$ cat config.mk
export PLATFORM = sky130hd
export DESIGN_NAME = fgam_decode
export DESIGN_NICKNAME = d
export VERILOG_FILES = /design/src/shared/fgam_pkg.sv /design/src/verilog/fgam_cfg_mem.sv /design/src/verilog/fgam_decode.sv
export VERILOG_INCLUDE_DIRS = /design/src /design/src/shared
export SDC_FILE = /design/constraint.sdc
export NUM_CORES = 1
export LEC_CHECK = 0
export BUFFER_PORTS_ARGS = -buffer_cell sky130_fd_sc_hd__buf_2
export CORE_MARGIN = 4
export CORE_UTILIZATION = 42
export DETAILED_ROUTE_END_ITERATION = 8
export GPL_ROUTABILITY_DRIVEN = 0
export PLACE_DENSITY = 0.59
export SLEW_MARGIN = 20
export SYNTH_ARGS = -nofsm -noshare
export SYNTH_HDL_FRONTEND = slang
export SYNTH_SLANG_ARGS = --single-unit
$ cat constraint.sdc
create_clock -name ref_clk_i -period 6 [get_ports ref_clk_i]
set_input_delay 1.2 -clock ref_clk_i [delete_from_list [all_inputs] [get_ports ref_clk_i]]
set_output_delay 1.2 -clock ref_clk_i [all_outputs]
set_load 0.01 [all_outputs]
$ cat src/shared/fgam_regs.svh
/*
  Global address constants for the flash address decoder.
  Assumes 23-bit global addresses and byte-wide data.
*/
`ifndef FGAM_REGS_SVH
`define FGAM_REGS_SVH

// ----------------------------------------------------------------
// Window bounds
// ----------------------------------------------------------------
`define FGAM_PF_BASE 23'h7F0000
`define FGAM_PF_TOP 23'h7FFFFF
`define FGAM_PF_LO_BASE 17'h08000
`define FGAM_PF_END 17'h10000
`define FGAM_CFG_BASE 23'h7FFF00
`define FGAM_CFG_TOP 23'h7FFF0F
`define FGAM_PIF_BASE 23'h400000
`define FGAM_PIF_TOP 23'h4001FF
`define FGAM_ONCE_BASE 23'h400100
`define FGAM_ONCE_TOP 23'h40013F
`define FGAM_DF_BASE 23'h100000
`define FGAM_DF_TOP 23'h100FFF
`define FGAM_DF_RSV_TOP 23'h11FFFF
`define FGAM_DIF_BASE 23'h120000
`define FGAM_DIF_TOP 23'h12007F
`define FGAM_RAM_BASE 23'h123D00
`define FGAM_RAM_TOP 23'h123FFF

// ----------------------------------------------------------------
// Configuration field byte offsets
// ----------------------------------------------------------------
`define FGAM_KEY_LAST 4'h7
`define FGAM_OFS_PPROT 4'hC
`define FGAM_OFS_DPROT 4'hD
`define FGAM_OFS_OPT 4'hE
`define FGAM_OFS_SEC 4'hF
`define FGAM_ERASED 8'hFF

// ----------------------------------------------------------------
// Protection byte fields
// ----------------------------------------------------------------
`define FGAM_FP_OPEN 7
`define FGAM_FP_HDIS 5
`define FGAM_FP_HS_HI 4
`define FGAM_FP_HS_LO 3
`define FGAM_FP_LDIS 2
`define FGAM_FP_LS_HI 1
`define FGAM_FP_LS_LO 0

`endif

$ cat src/shared/fgam_pkg.sv
/*
  Types for the flash address decoder.
  Assumes fgam_regs.svh sits on the include path.
*/
package fgam_pkg;

  // Window hit flags, one per decoded area
  typedef struct packed {
    logic pflash;
    logic cfg;
    logic pgm_ifr;
    logic pgm_once;
    logic dflash;
    logic dflash_ifr;
    logic scratch;
    logic unmapped;
  } fgam_hit_t;

  // One bus request
  typedef struct packed {
    logic valid;
    logic write;
    logic prog;
    logic [22:0] addr;
    logic [7:0] wdata;
  } fgam_req_t;

  // Visibility bits of memory map control one
  typedef struct packed {
    logic program_info_row_visible;
    logic dflash_info_row_visible;
    logic scratch_ram_visible;
  } fgam_vis_t;

endpackage : fgam_pkg

$ cat src/verilog/fgam_cfg_mem.sv
/*
  Sixteen-byte configuration field store with registered read data.
  Assumes one clock and a synchronous active-low reset.
*/
`timescale 1ns/1ns
`include "fgam_regs.svh"

module fgam_cfg_mem
  import fgam_pkg::*;
#(
  parameter int DEPTH = 16
) (
  input wire logic ref_clk_i,
  input wire logic rst_n_i,
  input wire logic wr_en_i,
  input wire logic [$clog2(DEPTH)-1:0] wr_addr_i,
  input wire logic [7:0] wr_data_i,
  input wire logic [$clog2(DEPTH)-1:0] rd_addr_i,
  output logic [7:0] rd_data_o
);

  // Byte array, erased after reset
  logic [7:0] mem_reg [DEPTH];

  // ----------------------------------------------------------------
  // Storage and read register
  // ----------------------------------------------------------------
  always_ff @(posedge ref_clk_i) begin
    if (!rst_n_i) begin
      for (int i = 0; i < DEPTH; i++) begin
        mem_reg[i] <= `FGAM_ERASED;
      end
      rd_data_o <= `FGAM_ERASED;
    end else begin
      if (wr_en_i) begin
        mem_reg[wr_addr_i] <= wr_data_i;
      end
      rd_data_o <= mem_reg[rd_addr_i];
    end
  end

endmodule : fgam_cfg_mem

$ cat src/verilog/fgam_decode.sv
/*
  Global address decoder for program flash, data flash and scratch RAM,
  with protection checks and the configuration field store.
  Assumes requests arrive on ref_clk_i from logic in the same domain.
*/
`timescale 1ns/1ns
`include "fgam_regs.svh"

module fgam_decode
  import fgam_pkg::*;
#(
  parameter int LO_UNIT = 1024,
  parameter int HI_UNIT = 2048
) (
  input wire logic ref_clk_i,
  input wire logic rst_n_i,
  input wire fgam_req_t req_i,
  input wire fgam_vis_t memory_map_control_one_i,
  input wire logic [7:0] pflash_protect_reg_i,
  output fgam_hit_t hit_o,
  output logic ack_o,
  output logic write_ignored_o,
  output logic prot_viol_o,
  output logic cfg_write_o,
  output logic [7:0] cfg_rdata_o,
  output logic [7:0] pflash_protect_default_o,
  output logic [7:0] dflash_protect_default_o,
  output logic [7:0] nonvolatile_option_o,
  output logic [7:0] security_setting_o
);

  // ----------------------------------------------------------------
  // State
  // ----------------------------------------------------------------
  typedef struct packed {
    fgam_hit_t hit;
    logic ack;
    logic wr_ign;
    logic viol;
    logic cfg_wr;
    logic [7:0] pprot;
    logic [7:0] dprot;
    logic [7:0] opt;
    logic [7:0] sec;
  } fgam_state_t;

  fgam_state_t st_reg;
  fgam_state_t st_next;
  fgam_hit_t hit_c;       // Combinational decode of this request
  logic prot_c;           // Request lands in an active region
  logic cfg_wr_c;         // Program into configuration field
  logic [7:0] mem_rdata;  // Registered configuration read data

  // Inclusive range test
  function automatic logic in_rng(input logic [22:0] a,
                                  input logic [22:0] lo,
                                  input logic [22:0] hi);
    in_rng = (a >= lo) && (a <= hi);
  endfunction : in_rng

  // Protection check over the 64 KB program flash offset
  function automatic logic prot_chk(input logic [15:0] ofs,
                                    input logic [7:0] fp);
    logic [16:0] lo_end;
    logic [16:0] hi_start;
    logic in_lo;
    logic in_hi;
    lo_end = `FGAM_PF_LO_BASE
           + (17'(LO_UNIT) << fp[`FGAM_FP_LS_HI:`FGAM_FP_LS_LO]);
    hi_start = `FGAM_PF_END
             - (17'(HI_UNIT) << fp[`FGAM_FP_HS_HI:`FGAM_FP_HS_LO]);
    in_lo = ({1'b0, ofs} >= `FGAM_PF_LO_BASE)
          && ({1'b0, ofs} < lo_end);
    in_hi = {1'b0, ofs} >= hi_start;
    if (in_lo) begin
      prot_chk = !fp[`FGAM_FP_LDIS];
    end else if (in_hi) begin
      prot_chk = !fp[`FGAM_FP_HDIS];
    end else begin
      prot_chk = !fp[`FGAM_FP_OPEN];
    end
  endfunction : prot_chk

  // ----------------------------------------------------------------
  // Address decode
  // ----------------------------------------------------------------
  always_comb begin
    hit_c = '0;
    hit_c.pflash = in_rng(req_i.addr, `FGAM_PF_BASE, `FGAM_PF_TOP);
    hit_c.cfg = in_rng(req_i.addr, `FGAM_CFG_BASE, `FGAM_CFG_TOP);
    hit_c.pgm_ifr = memory_map_control_one_i.program_info_row_visible
      && in_rng(req_i.addr, `FGAM_PIF_BASE, `FGAM_PIF_TOP);
    hit_c.pgm_once = hit_c.pgm_ifr
      && in_rng(req_i.addr, `FGAM_ONCE_BASE, `FGAM_ONCE_TOP);
    hit_c.dflash = in_rng(req_i.addr, `FGAM_DF_BASE, `FGAM_DF_TOP);
    hit_c.dflash_ifr = memory_map_control_one_i.dflash_info_row_visible
      && in_rng(req_i.addr, `FGAM_DIF_BASE, `FGAM_DIF_TOP);
    hit_c.scratch = memory_map_control_one_i.scratch_ram_visible
      && in_rng(req_i.addr, `FGAM_RAM_BASE, `FGAM_RAM_TOP);
    // Reserved spans count as unmapped
    hit_c.unmapped = !(hit_c.pflash || hit_c.pgm_ifr || hit_c.dflash
      || hit_c.dflash_ifr || hit_c.scratch);
  end

  // Protection and configuration write qualification
  always_comb begin
    prot_c = hit_c.pflash && prot_chk(req_i.addr[15:0], pflash_protect_reg_i);
    cfg_wr_c = req_i.valid && req_i.prog && hit_c.cfg && !prot_c;
  end

  // ----------------------------------------------------------------
  // Next state
  // ----------------------------------------------------------------
  always_comb begin
    st_next = st_reg;
    st_next.ack = req_i.valid;
    st_next.hit = req_i.valid ? hit_c : '0;
    // Plain writes to unmapped space do nothing but report
    st_next.wr_ign = req_i.valid && req_i.write && hit_c.unmapped;
    st_next.viol = req_i.valid && req_i.prog && prot_c;
    st_next.cfg_wr = cfg_wr_c;
    // Shadow copies of the defaults kept in the field
    if (cfg_wr_c) begin
      case (req_i.addr[3:0])
        `FGAM_OFS_PPROT: st_next.pprot = req_i.wdata;
        `FGAM_OFS_DPROT: st_next.dprot = req_i.wdata;
        `FGAM_OFS_OPT: st_next.opt = req_i.wdata;
        `FGAM_OFS_SEC: st_next.sec = req_i.wdata;
        default: begin
        end
      endcase
    end
  end

  // State register
  always_ff @(posedge ref_clk_i) begin
    if (!rst_n_i) begin
      st_reg <= '{hit: '0, ack: 1'b0, wr_ign: 1'b0, viol: 1'b0,
                  cfg_wr: 1'b0, pprot: `FGAM_ERASED, dprot: `FGAM_ERASED,
                  opt: `FGAM_ERASED, sec: `FGAM_ERASED};
    end else begin
      st_reg <= st_next;
    end
  end

  // ----------------------------------------------------------------
  // Configuration field store, key included
  // ----------------------------------------------------------------
  fgam_cfg_mem #(
    .DEPTH(16)
  ) u_cfg_mem (
    .ref_clk_i(ref_clk_i),
    .rst_n_i(rst_n_i),
    .wr_en_i(cfg_wr_c),
    .wr_addr_i(req_i.addr[3:0]),
    .wr_data_i(req_i.wdata),
    .rd_addr_i(req_i.addr[3:0]),
    .rd_data_o(mem_rdata)
  );

  // Outputs straight from flip-flops
  assign hit_o = st_reg.hit;
  assign ack_o = st_reg.ack;
  assign write_ignored_o = st_reg.wr_ign;
  assign prot_viol_o = st_reg.viol;
  assign cfg_write_o = st_reg.cfg_wr;
  assign cfg_rdata_o = mem_rdata;
  assign pflash_protect_default_o = st_reg.pprot;
  assign dflash_protect_default_o = st_reg.dprot;
  assign nonvolatile_option_o = st_reg.opt;
  assign security_setting_o = st_reg.sec;

  // ----------------------------------------------------------------
  // Assertions
  // ----------------------------------------------------------------
  property p_pf_hit;
    @(posedge ref_clk_i) disable iff (!rst_n_i)
    req_i.valid |=> (hit_o.pflash == ($past(req_i.addr) >= 23'h7F0000));
  endproperty
  a_pf_hit: assert property (p_pf_hit)
    else $error("program flash hit wrong");

  property p_df_hit;
    @(posedge ref_clk_i) disable iff (!rst_n_i)
    (req_i.valid && req_i.addr[22:12] == 11'h100) |=> hit_o.dflash;
  endproperty
  a_df_hit: assert property (p_df_hit)
    else $error("data flash not decoded");

  property p_df_rsv;
    @(posedge ref_clk_i) disable iff (!rst_n_i)
    (req_i.valid && req_i.addr > 23'h100FFF && req_i.addr <= 23'h11FFFF)
      |=> hit_o.unmapped && !hit_o.dflash;
  endproperty
  a_df_rsv: assert property (p_df_rsv)
    else $error("reserved data span decoded");

  property p_dif_vis;
    @(posedge ref_clk_i) disable iff (!rst_n_i)
    hit_o.dflash_ifr
      |-> $past(memory_map_control_one_i.dflash_info_row_visible);
  endproperty
  a_dif_vis: assert property (p_dif_vis)
    else $error("info row seen while hidden");

  property p_ram_vis;
    @(posedge ref_clk_i) disable iff (!rst_n_i)
    hit_o.scratch |-> $past(memory_map_control_one_i.scratch_ram_visible)
      && $past(req_i.addr) >= 23'h123D00;
  endproperty
  a_ram_vis: assert property (p_ram_vis)
    else $error("scratch RAM seen while hidden");

  property p_pif_vis;
    @(posedge ref_clk_i) disable iff (!rst_n_i)
    (hit_o.pgm_ifr || hit_o.pgm_once)
      |-> $past(memory_map_control_one_i.program_info_row_visible);
  endproperty
  a_pif_vis: assert property (p_pif_vis)
    else $error("program info row seen while hidden");

  property p_once;
    @(posedge ref_clk_i) disable iff (!rst_n_i)
    hit_o.pgm_once |-> $past(req_i.addr[22:6]) == 17'h10004;
  endproperty
  a_once: assert property (p_once)
    else $error("program once field misplaced");

  property p_ign;
    @(posedge ref_clk_i) disable iff (!rst_n_i)
    write_ignored_o |-> hit_o.unmapped && !cfg_write_o
      && $stable({pflash_protect_default_o, dflash_protect_default_o,
                  nonvolatile_option_o, security_setting_o});
  endproperty
  a_ign: assert property (p_ign)
    else $error("ignored write had effect");

  property p_viol;
    @(posedge ref_clk_i) disable iff (!rst_n_i)
    prot_viol_o |-> !cfg_write_o && hit_o.pflash
      && $stable({pflash_protect_default_o, dflash_protect_default_o,
                  nonvolatile_option_o, security_setting_o});
  endproperty
  a_viol: assert property (p_viol)
    else $error("protected program modified array");

  property p_sec;
    @(posedge ref_clk_i) disable iff (!rst_n_i)
    (cfg_wr_c && req_i.addr[3:0] == 4'hF)
      |=> security_setting_o == $past(req_i.wdata);
  endproperty
  a_sec: assert property (p_sec)
    else $error("security byte not captured");

endmodule : fgam_decode

Word level (Yosys, flattened, before mapping)

Memory sizes are Yosys's and may differ from the RTL's. A register that Yosys moved wholly into a read port is not among the register bits.
Cells that the tools add are included.

Multiplexer cells: 9
Shift operators: 2
Equal/unequal tests: 4
$lt $le $gt $ge: 17
Add/sub/neg operators: 2
Reduce and logical (&&, ||, !) cells: 35

Operators by type and width:

| operator                                                             | number |
|---|---|
| greater-or-equal comparator 23 bit (second input constant)           | 4 |
| <= comparator 23 bit (second input constant)                         | 4 |
| greater-or-equal comparator 23 x 21 -> 1 bit (second input constant) | 3 |
| <= comparator 23 x 21 -> 1 bit (second input constant)               | 3 |
| logical AND 1 bit                                                    | 19 |
| adder 16 x 17 -> 17 bit (first input constant)                       | 1 |
| greater-or-equal comparator 16 x 17 -> 1 bit                         | 1 |
| < comparator 16 x 17 -> 1 bit                                        | 1 |
| << shifter 11 x 2 -> 17 bit (first input constant)                   | 1 |
| << shifter 12 x 2 -> 17 bit (first input constant)                   | 1 |
| subtractor 17 bit (first input constant)                             | 1 |
| equality test 4 bit (second input constant)                          | 4 |
| greater-or-equal comparator 16 bit (second input constant)           | 1 |
| AND reduction 2 bit                                                  | 5 |
| 2-to-1 mux 8 bit                                                     | 1 |
| OR reduction 8 bit                                                   | 1 |
| 2-to-1 mux 1 bit                                                     | 7 |
| logical NOT 1 bit                                                    | 6 |
| logical OR 1 bit                                                     | 4 |
| 2-to-1 mux 4 bit                                                     | 1 |

Bits in registers: 44
Bits of input ports: 47
Memory bits (writable): 128
Memories kept: 1
Word-level logic and storage cells: 86
Output and inout bits: 52

Memories:

| memory            | depth | bits a word | rd ports | clocked after Yosys merged registers in | write ports | RTL line           | source |
|---|---|---|---|---|---|---|---|
| u_cfg_mem.mem_reg | 16    | 8           | 1        | 1                                       | 16          | fgam_cfg_mem.sv:23 | `logic [7:0] mem_reg [DEPTH];` |

Depth between registers and ports, before layout

Gate-level depths: netlist of run 1.

Depth in word-level cells: 13
Depth in mapped cells: 10
Mapped depth without buffers: 8

Modules after synthesis

Synthesis of run 1 repeated with hierarchy kept, for this count alone.

Cells, all modules: 663
Area total of the unflattened synthesis: 8546.9 um^2

Modules (own cells, without submodules):

| module       | cells each | seq. area each (um^2) | area an instance (um^2) | instances |
|---|---|---|---|---|
| fgam_cfg_mem | 443        | 4003.8                | 6313.6                  | 1 |
| fgam_decode  | 220        | 880.8                 | 2233.4                  | 1 |

Least setup slack after synthesis of run 1

OpenSTA, ideal clock, no wires.

Path type: input port to flip-flop
Start: input pflash_protect_reg_i[3]
End: memory u_cfg_mem.mem_reg[13][0] (enable)
Slack: 1.713 ns
Buffers on the path: 0
Library setup time: 0.398 ns
Data required time: 5.602 ns
Stages: 8
Arrival time: 3.889 ns
Path through: or2_2 > ha_1 > o21a_1 > o2111ai_1 > nand2_1 > nor3b_1 > nor2_1 > o41ai_1

RTL lines:

| element         | RTL line           | source |
|---|---|---|
| start, declared | fgam_decode.sv:19  | `input wire logic [7:0] pflash_protect_reg_i,` |
| end, declared   | fgam_cfg_mem.sv:23 |  |

==> run summary, run 1 <==
========================================================================================
Unrepaired setup endpoints after global routing                                       no
Number of max-cap violations                                                           0
Total die area                                                               21600 sq um
Standard cell core area                                                      18800 sq um
Average size of a mapped cell                                                 13.7 sq um
Warnings, synthesis                                                                    0
Proportion of synthesized flip-flops having asynchronous set or reset                  0
Number of cells upsized or downsized after cts                                         0
Portion of synthesized cell area occupied by the leading cell type                 0.474
Cell type with the largest total area after synthesis                           edfxtp_1
Switching power as a share of total power                                          0.246
Most instantiated cells after synthesis                                     edfxtp_1 (128), or3_1 (97), dfxtp_1 (52)
Vias per Instance                                                                   5.68
Proportion of power drawn by the clock network                                     0.396
Area growth, synth to finish                                                       17.3%
Antenna viol nets, final                                                               0
Worst path slowest cell                                                          nor3b_1
Global-route wire length before repair                                          32900 um
Buffer type at the clock tree root                                             clkbuf_16
DRC violation count after routing                                                      0
Cell family contributing the most delay on the critical path                simple AND/OR/NAND/NOR gates
Avg WL per Cell                                                                  21.7 um
TritonCTS clock tree                                                                 yes
Setup Buffers After CTS                                                                0
Pre-antenna DRT Iters                                                                  5
Number of standard-cell rows in the floorplan                                         50
Status                                                                         completed
Die width                                                                         147 um
Count of inserted antenna diode cells                                                  0
Vias in the first global route                                                      5731
Part of the Yosys area used for sequential elements                                0.603
Power Internal                                                                   2.02 mW
Chip Height                                                                       147 um
Mux contribution to synthesized area                                               0.111
Number of max-slew violations in the final report                                      0
Startpoint types                                                               input pin
Total half-perimeter wirelength after legalization and detailed placement       14300 um
Max-Slew Margin vs Limit                                                           0.273
Crit path DAT                                                                    4360 ps
Buffers from clock root to sink, at most                                               2
Clk_lat worst skew                                                                430 ps
Worst Max-Slew Pin Slew                                                          1090 ps
Cell Chain, Critical Path                                                   buf_2 > or2_2 > ha_1 > o21a_1 > o2111ai_1 > nand2_1 > nor3b_1 > o211ai_4 > buf_4 > or3_1
Number of different library cells in the post-synthesis netlist                       53
Static Leak                                                                      3.21 nW
Gr ovfl total                                                                          0
Dominant combinational cell family by area after synthesis                  simple AND/OR/NAND/NOR gates
EDFF count, synth                                                                    128
Crit path capture type                                                          register
Gate power share                                                                   0.085
Fraction of layout cells with a size suffix above 1                                0.296
Adder and majority gate portion of the synthesized area                           0.0139
Worst setup path class                                                      input pin to register
Pin count of the biggest net entering global routing                                  50
Final setup fails                                                                      0
Largest cells by area after synthesis                                       edfxtp_1 (47%), dfxtp_1 (13%), mux4_2 (11%)
Final min period                                                                 4180 ps
Data required time of the critical path                                          6170 ps
Net Sw Power                                                                    0.660 mW
Via Count                                                                           5486
Max reg flops                                                                        128
Number of top-level design ports                                                      99
Sum of buffers and inverters on the critical path                                      2
Cell with the most instances after synthesis                                    edfxtp_1
Post-route setup TNS                                                                0 ps
Power per Cell Area                                                          282 nW/um^2
Achievable Freq                                                                  239 MHz
Critical path's largest stage delay                                               720 ps
Clock transition at the registers of the reported paths                            70 ps
Clock sink count                                                                     180
Area share of and/or/nand/nor cells after synthesis                                0.173
Share of the synthesized netlist area taken by xor and xnor gates                      0
Number of nets in the final layout                                                   749
Total routed wirelength                                                         21000 um
Area of the mapped netlist                                                    8110 sq um
Tot GR Track Use                                                                   0.201
Starting density of the core                                                       0.430
Clock H-tree levels                                                                    4
Buffers added on ports                                                                97
Endpoints failing hold                                                                 0
Ys flop type                                                                    edfxtp_1
Classification of the worst-slack hold path                                 register to register
Worst-path fanout max                                                                 49
Flop and latch count out of synthesis                                                180
Total power after layout                                                         2.68 mW
Hold Buf Count CTS                                                                     0
Number of instances in the synthesized netlist                                       591
Setup skew after layout                                                          9.18 ps
Post-synthesis compound-gate area fraction                                        0.0758
Clock buffer count from CTS                                                           17
First DRT Iteration DRCs                                                             380
Antenna violations before repair                                                       1
Worst voltage drop across the vdd grid                                        0.000208 V
Crit share post-route                                                              0.697
Sequential Power Share                                                             0.519
Filler cells                                                                        1636
========================================================================================
## worst paths after layout
kind | slack [ps] | start | endpoint | cells after the start
setup / recovery | 1820 | pflash_protect_reg_i[3] | u_cfg_mem.mem_reg[6][0] | 10
hold / removal | 480 | pflash_protect_default_o[3] | pflash_protect_default_o[3] | 1
setup reg to reg | 4290 | u_cfg_mem.mem_reg[14][1] | u_cfg_mem.rd_data_o[1] | 3
hold reg to reg | 480 | pflash_protect_default_o[3] | pflash_protect_default_o[3] | 1
## per-layer routing
layer / up-vias / routed length, um / share of wire / GRT usage
met5: - / 13 / 0.00062 / 0
met4: 2 / 407 / 0.019 / 0.0666
met3: 26 / 1370 / 0.065 / 0.0589
met2: 180 / 10300 / 0.49 / 0.326
met1: 2748 / 8870 / 0.42 / 0.262
li1: 2530 / - / - / -
## metrics by stage
| step | instances | setup slack [ps] | area (sq um) | util | hold WS (ps) |
|---|---|---|---|---|---|
| floorplan | 592 | 1710 | 8110 | - | 512 |
| global placement | 934 | 1480 | 8940 | 0.475 | 463 |
| detailed placement | 934 | 1380 | 8940 | 0.475 | 472 |
| CTS | 966 | 1830 | 9510 | 0.505 | 490 |
| global route | 966 | 1630 | 9510 | 0.505 | 505 |
| finish | 966 | 1820 | 9510 | 0.505 | 483 |
## power by group through the flow
stage / Clock, mW / Sequential [mW] / Combinational, mW
floorplan: 0 / 1.42 / 0.130
global placement: 0 / 1.41 / 0.225
detailed placement: 0 / 1.42 / 0.229
CTS: 1.08 / 1.39 / 0.229
global route: 1.14 / 1.39 / 0.247
finish: 1.06 / 1.39 / 0.228
## placed cells by master, fill, tap and decap left out, types with 9 or more instances in the layout
| cell | netlist | layout |
|---|---|---|
| ha_1 | 9 | 9 |
| buf_4 | 0 | 22 |
| nor2_1 | 21 | 21 |
| or3_1 | 97 | 97 |
| dfxtp_1 | 52 | 52 |
| clkbuf_16 | 0 | 17 |
| nand2b_1 | 27 | 27 |
| o32a_1 | 16 | 16 |
| buf_2 | 8 | 97 |
| mux4_2 | 40 | 40 |
| o21ai_0 | 15 | 15 |
| nand2_1 | 42 | 42 |
| inv_1 | 10 | 10 |
| nand3_1 | 10 | 10 |
| edfxtp_1 | 128 | 128 |
## cell type report
cell class | count | area [sq um] | area share
clock inverters | 15 | 138 | 0.0145
inverters | 11 | 41.3 | 0.00434
well taps | 260 | 325 | 0.0342
clock buffers | 17 | 425 | 0.0447
repair buffers | 119 | 651 | 0.0684
multi-input cells | 364 | 3040 | 0.320
flip-flops and latches | 180 | 4880 | 0.514
## cells by family (layout without fill, tap and decap cells)
| logic type | after synthesis | count (layout) |
|---|---|---|
| other | 1 | 2 |
| AND/OR/NAND/NOR | 241 | 241 |
| adder cells (fa/ha/maj) | 9 | 9 |
| flip-flops | 180 | 180 |
| buffers and inverters | 48 | 162 |
| multiplexers | 40 | 40 |
| AO/OA/AOI/OAI | 72 | 72 |
Power figures use the tool's default switching activity.
==> run 2, diff against run 1 <==
Settings changed: PLACE_DENSITY 0.59 to 0.61.
Clock period 6 ns to 3.59 ns, I/O delays scaled along.
==> run 2 against run 1 <==
Compared with the run above: via count hardly changed; wire length shrank 4.0%; first-iteration DRC count decreased by 4.7%; clock skew down 4.0 ps; count of clock-buffer cells in the layout grew 3; combinational power increased by 69%.
==> run summary, run 2 (synthesis gave the netlist of run 1 again) <==
========================================================================================
Status                                                                         completed   unchanged
Crit share post-route                                                              0.862
Total routed wirelength                                                         20100 um   was 21000 um
TritonCTS clock tree                                                                 yes   unchanged
Buffer type at the clock tree root                                             clkbuf_16   unchanged
Count of inserted antenna diode cells                                                  0   unchanged
Global-route wire length before repair                                          32200 um   was 32900 um
Most frequent standard cell in the layout excluding fill and tap cells          edfxtp_1   unchanged
Total die area                                                               21600 sq um   unchanged
Cell family contributing the most delay on the critical path                simple AND/OR/NAND/NOR gates   unchanged
Via Count                                                                           5481   was 5486
Number of nets in the final layout                                                   767   was 749
Avg WL per Cell                                                                  20.4 um   was 21.7 um
Starting density of the core                                                       0.430   unchanged
Pin count of the biggest net entering global routing                                  61   was 50
Die width                                                                         147 um   unchanged
Final setup fails                                                                      0   unchanged
Total half-perimeter wirelength after legalization and detailed placement       14100 um   was 14300 um
Crit path DAT                                                                    3270 ps   was 4360 ps
Clk_lat worst skew                                                                430 ps   about the same
Buffers from clock root to sink, at most                                               2   unchanged
Fraction of layout cells with a size suffix above 1                                0.314   was 0.296
Crit path capture type                                                          register   unchanged
Worst path slowest cell                                                          nor3b_1   unchanged
Final min period                                                                 3090 ps
Pre-antenna DRT Iters                                                                  5   unchanged
Antenna violations before repair                                                       2   was 1
Tot GR Track Use                                                                   0.194   was 0.201
Classification of the worst-slack hold path                                 register to register   unchanged
Post-route setup slack                                                            496 ps   was 1820 ps
Antenna viol nets, final                                                               0   unchanged
Clock transition at the registers of the reported paths                            70 ps   about the same
Vias per Instance                                                                   5.57   was 5.68
Power per Cell Area                                                          470 nW/um^2   was 282 nW/um^2
Number of cells upsized or downsized after cts                                         0   unchanged
Vias in the first global route                                                      5709   was 5731
Worst voltage drop across the vdd grid                                        0.000329 V   was 0.000208 V
Setup skew after layout                                                          5.15 ps   was 9.18 ps
Unrepaired setup endpoints after global routing                                       no   unchanged
Clock buffer count from CTS                                                           17   unchanged
Number of top-level design ports                                                      99   unchanged
Most Frequent Cell on Critical Path                                                buf_4
Clock sink count                                                                     180   unchanged
Worst-path fanout max                                                                 37   was 49
Sum of buffers and inverters on the critical path                                      3   was 2
Instance area after placement                                                 9100 sq um   was 8940 sq um
Startpoint types                                                               input pin   unchanged
Data required time of the critical path                                          3760 ps   was 6170 ps
Path depth of the worst reg2reg path                                                   3   unchanged
Summed area of non-filler cells in the final layout                           9700 sq um   was 9510 sq um
Most used cells in the layout excluding fill and tap cells                  edfxtp_1 (128), or3_1 (97), buf_2 (97), dfxtp_1 (52), nand2_1 (42)   unchanged
DRC violation count after routing                                                      0   unchanged
Worst setup path class                                                      input pin to register   unchanged
Cell Chain, Critical Path                                                   buf_2 > or2_2 > ha_1 > o21a_1 > o2111ai_1 > nand2_1 > nor3b_1 > buf_4 > o211ai_4 > buf_4 > or3_1   was buf_2 > or2_2 > ha_1 > o21a_1 > o2111ai_1 > nand2_1 > nor3b_1 > o211ai_4 > buf_4 > or3_1
Number of gates on the worst path with buffers counted                                11   was 10
Gr ovfl total                                                                          0   unchanged
Worst Max-Slew Pin Slew                                                           700 ps   was 1090 ps
Endpoints failing hold                                                                 0   unchanged
Number of standard-cell rows in the floorplan                                         50   unchanged
Max reg flops                                                                        128   unchanged
Number of instances on the worst hold path                                             1   unchanged
Hold Buf Count CTS                                                                     0   unchanged
Area growth, synth to finish                                                       19.7%   was 17.3%
Max-Slew Margin vs Limit                                                           0.533   was 0.273
Number of max-cap violations                                                           0   unchanged
Standard cell core area                                                      18800 sq um   unchanged
Critical path's largest stage delay                                               350 ps   was 720 ps
Chip Height                                                                       147 um   unchanged
Post-placement worst setup slack                                                  108 ps   was 1380 ps
Setup Buffers After CTS                                                                0   unchanged
First DRT Iteration DRCs                                                             362   was 380
Number of max-slew violations in the final report                                      0   unchanged
Share of the core filled with cells                                                0.515   was 0.505
Static Leak                                                                      3.33 nW   was 3.21 nW
Clock H-tree levels                                                                    4   unchanged
Buffers added on ports                                                                97   unchanged
Achievable Freq                                                                  323 MHz
========================================================================================
[run 2: cell types whose count changed in the layout (fill, tap and decap cells not counted)]
cell	change
clkinv_2	-1
inv_8	+3
clkinv_8	-1
clkbuf_16	+2
o41ai_2	+1
o41ai_1	-1
inv_4	-2
inv_6	-2
buf_4	+17
buf_12	+1
clkbuf_1	+1
[run 2: cell type report]
class / count / area, sq um
Tap cell: 260 / 325
Inverter: 11 / 41.3
Multi-Input combinational cell: 364 / 3050
Clock inverter: 12 / 120
Timing Repair Buffer: 137 / 798
Fill cell: 1595 / 9130
Clock buffer: 20 / 479
Sequential cell: 180 / 4880
[run 2: worst paths after layout]
kind | start | end | slack (ps)
max | pflash_protect_reg_i[3] | u_cfg_mem.mem_reg[4][6] | 500
min | pflash_protect_default_o[1] | pflash_protect_default_o[1] | 480
max reg2reg | u_cfg_mem.mem_reg[7][6] | u_cfg_mem.rd_data_o[6] | 1900
min reg2reg | pflash_protect_default_o[1] | pflash_protect_default_o[1] | 480
[run 2: metrics by stage]
step                instances  total power [mW]  hold WS, ps  TNS, ps
floorplan                 592              2.58          512   -12300
global placement          952              2.74          463        0
detailed placement        952              2.76          465        0
CTS                       984              4.60          483        0
global route              984              4.74          499        0
finish                    984              4.56          480        0
[run 2: power breakdown]
group          switching (mW)  internal (mW)
clock network           0.845           1.01
logic                   0.225          0.160
registers              0.0226           2.30
total                    1.09           3.47
[run 2: routing by layer]
metal	routed length (um)	share of wire	global-route usage	up-vias
met2	9840	0.49	0.320	204
met1	8480	0.42	0.247	2671
met4	449	0.022	0.0685	4
met5	27	0.0013	0	-
li1	-	-	-	2571
met3	1310	0.065	0.0531	31
[run 2: worst register-to-register path, stage by stage (launching register included)]
cell and delay [ps]:
edfxtp_1 390, mux4_2 540, mux4_2 480, nand2b_1 160
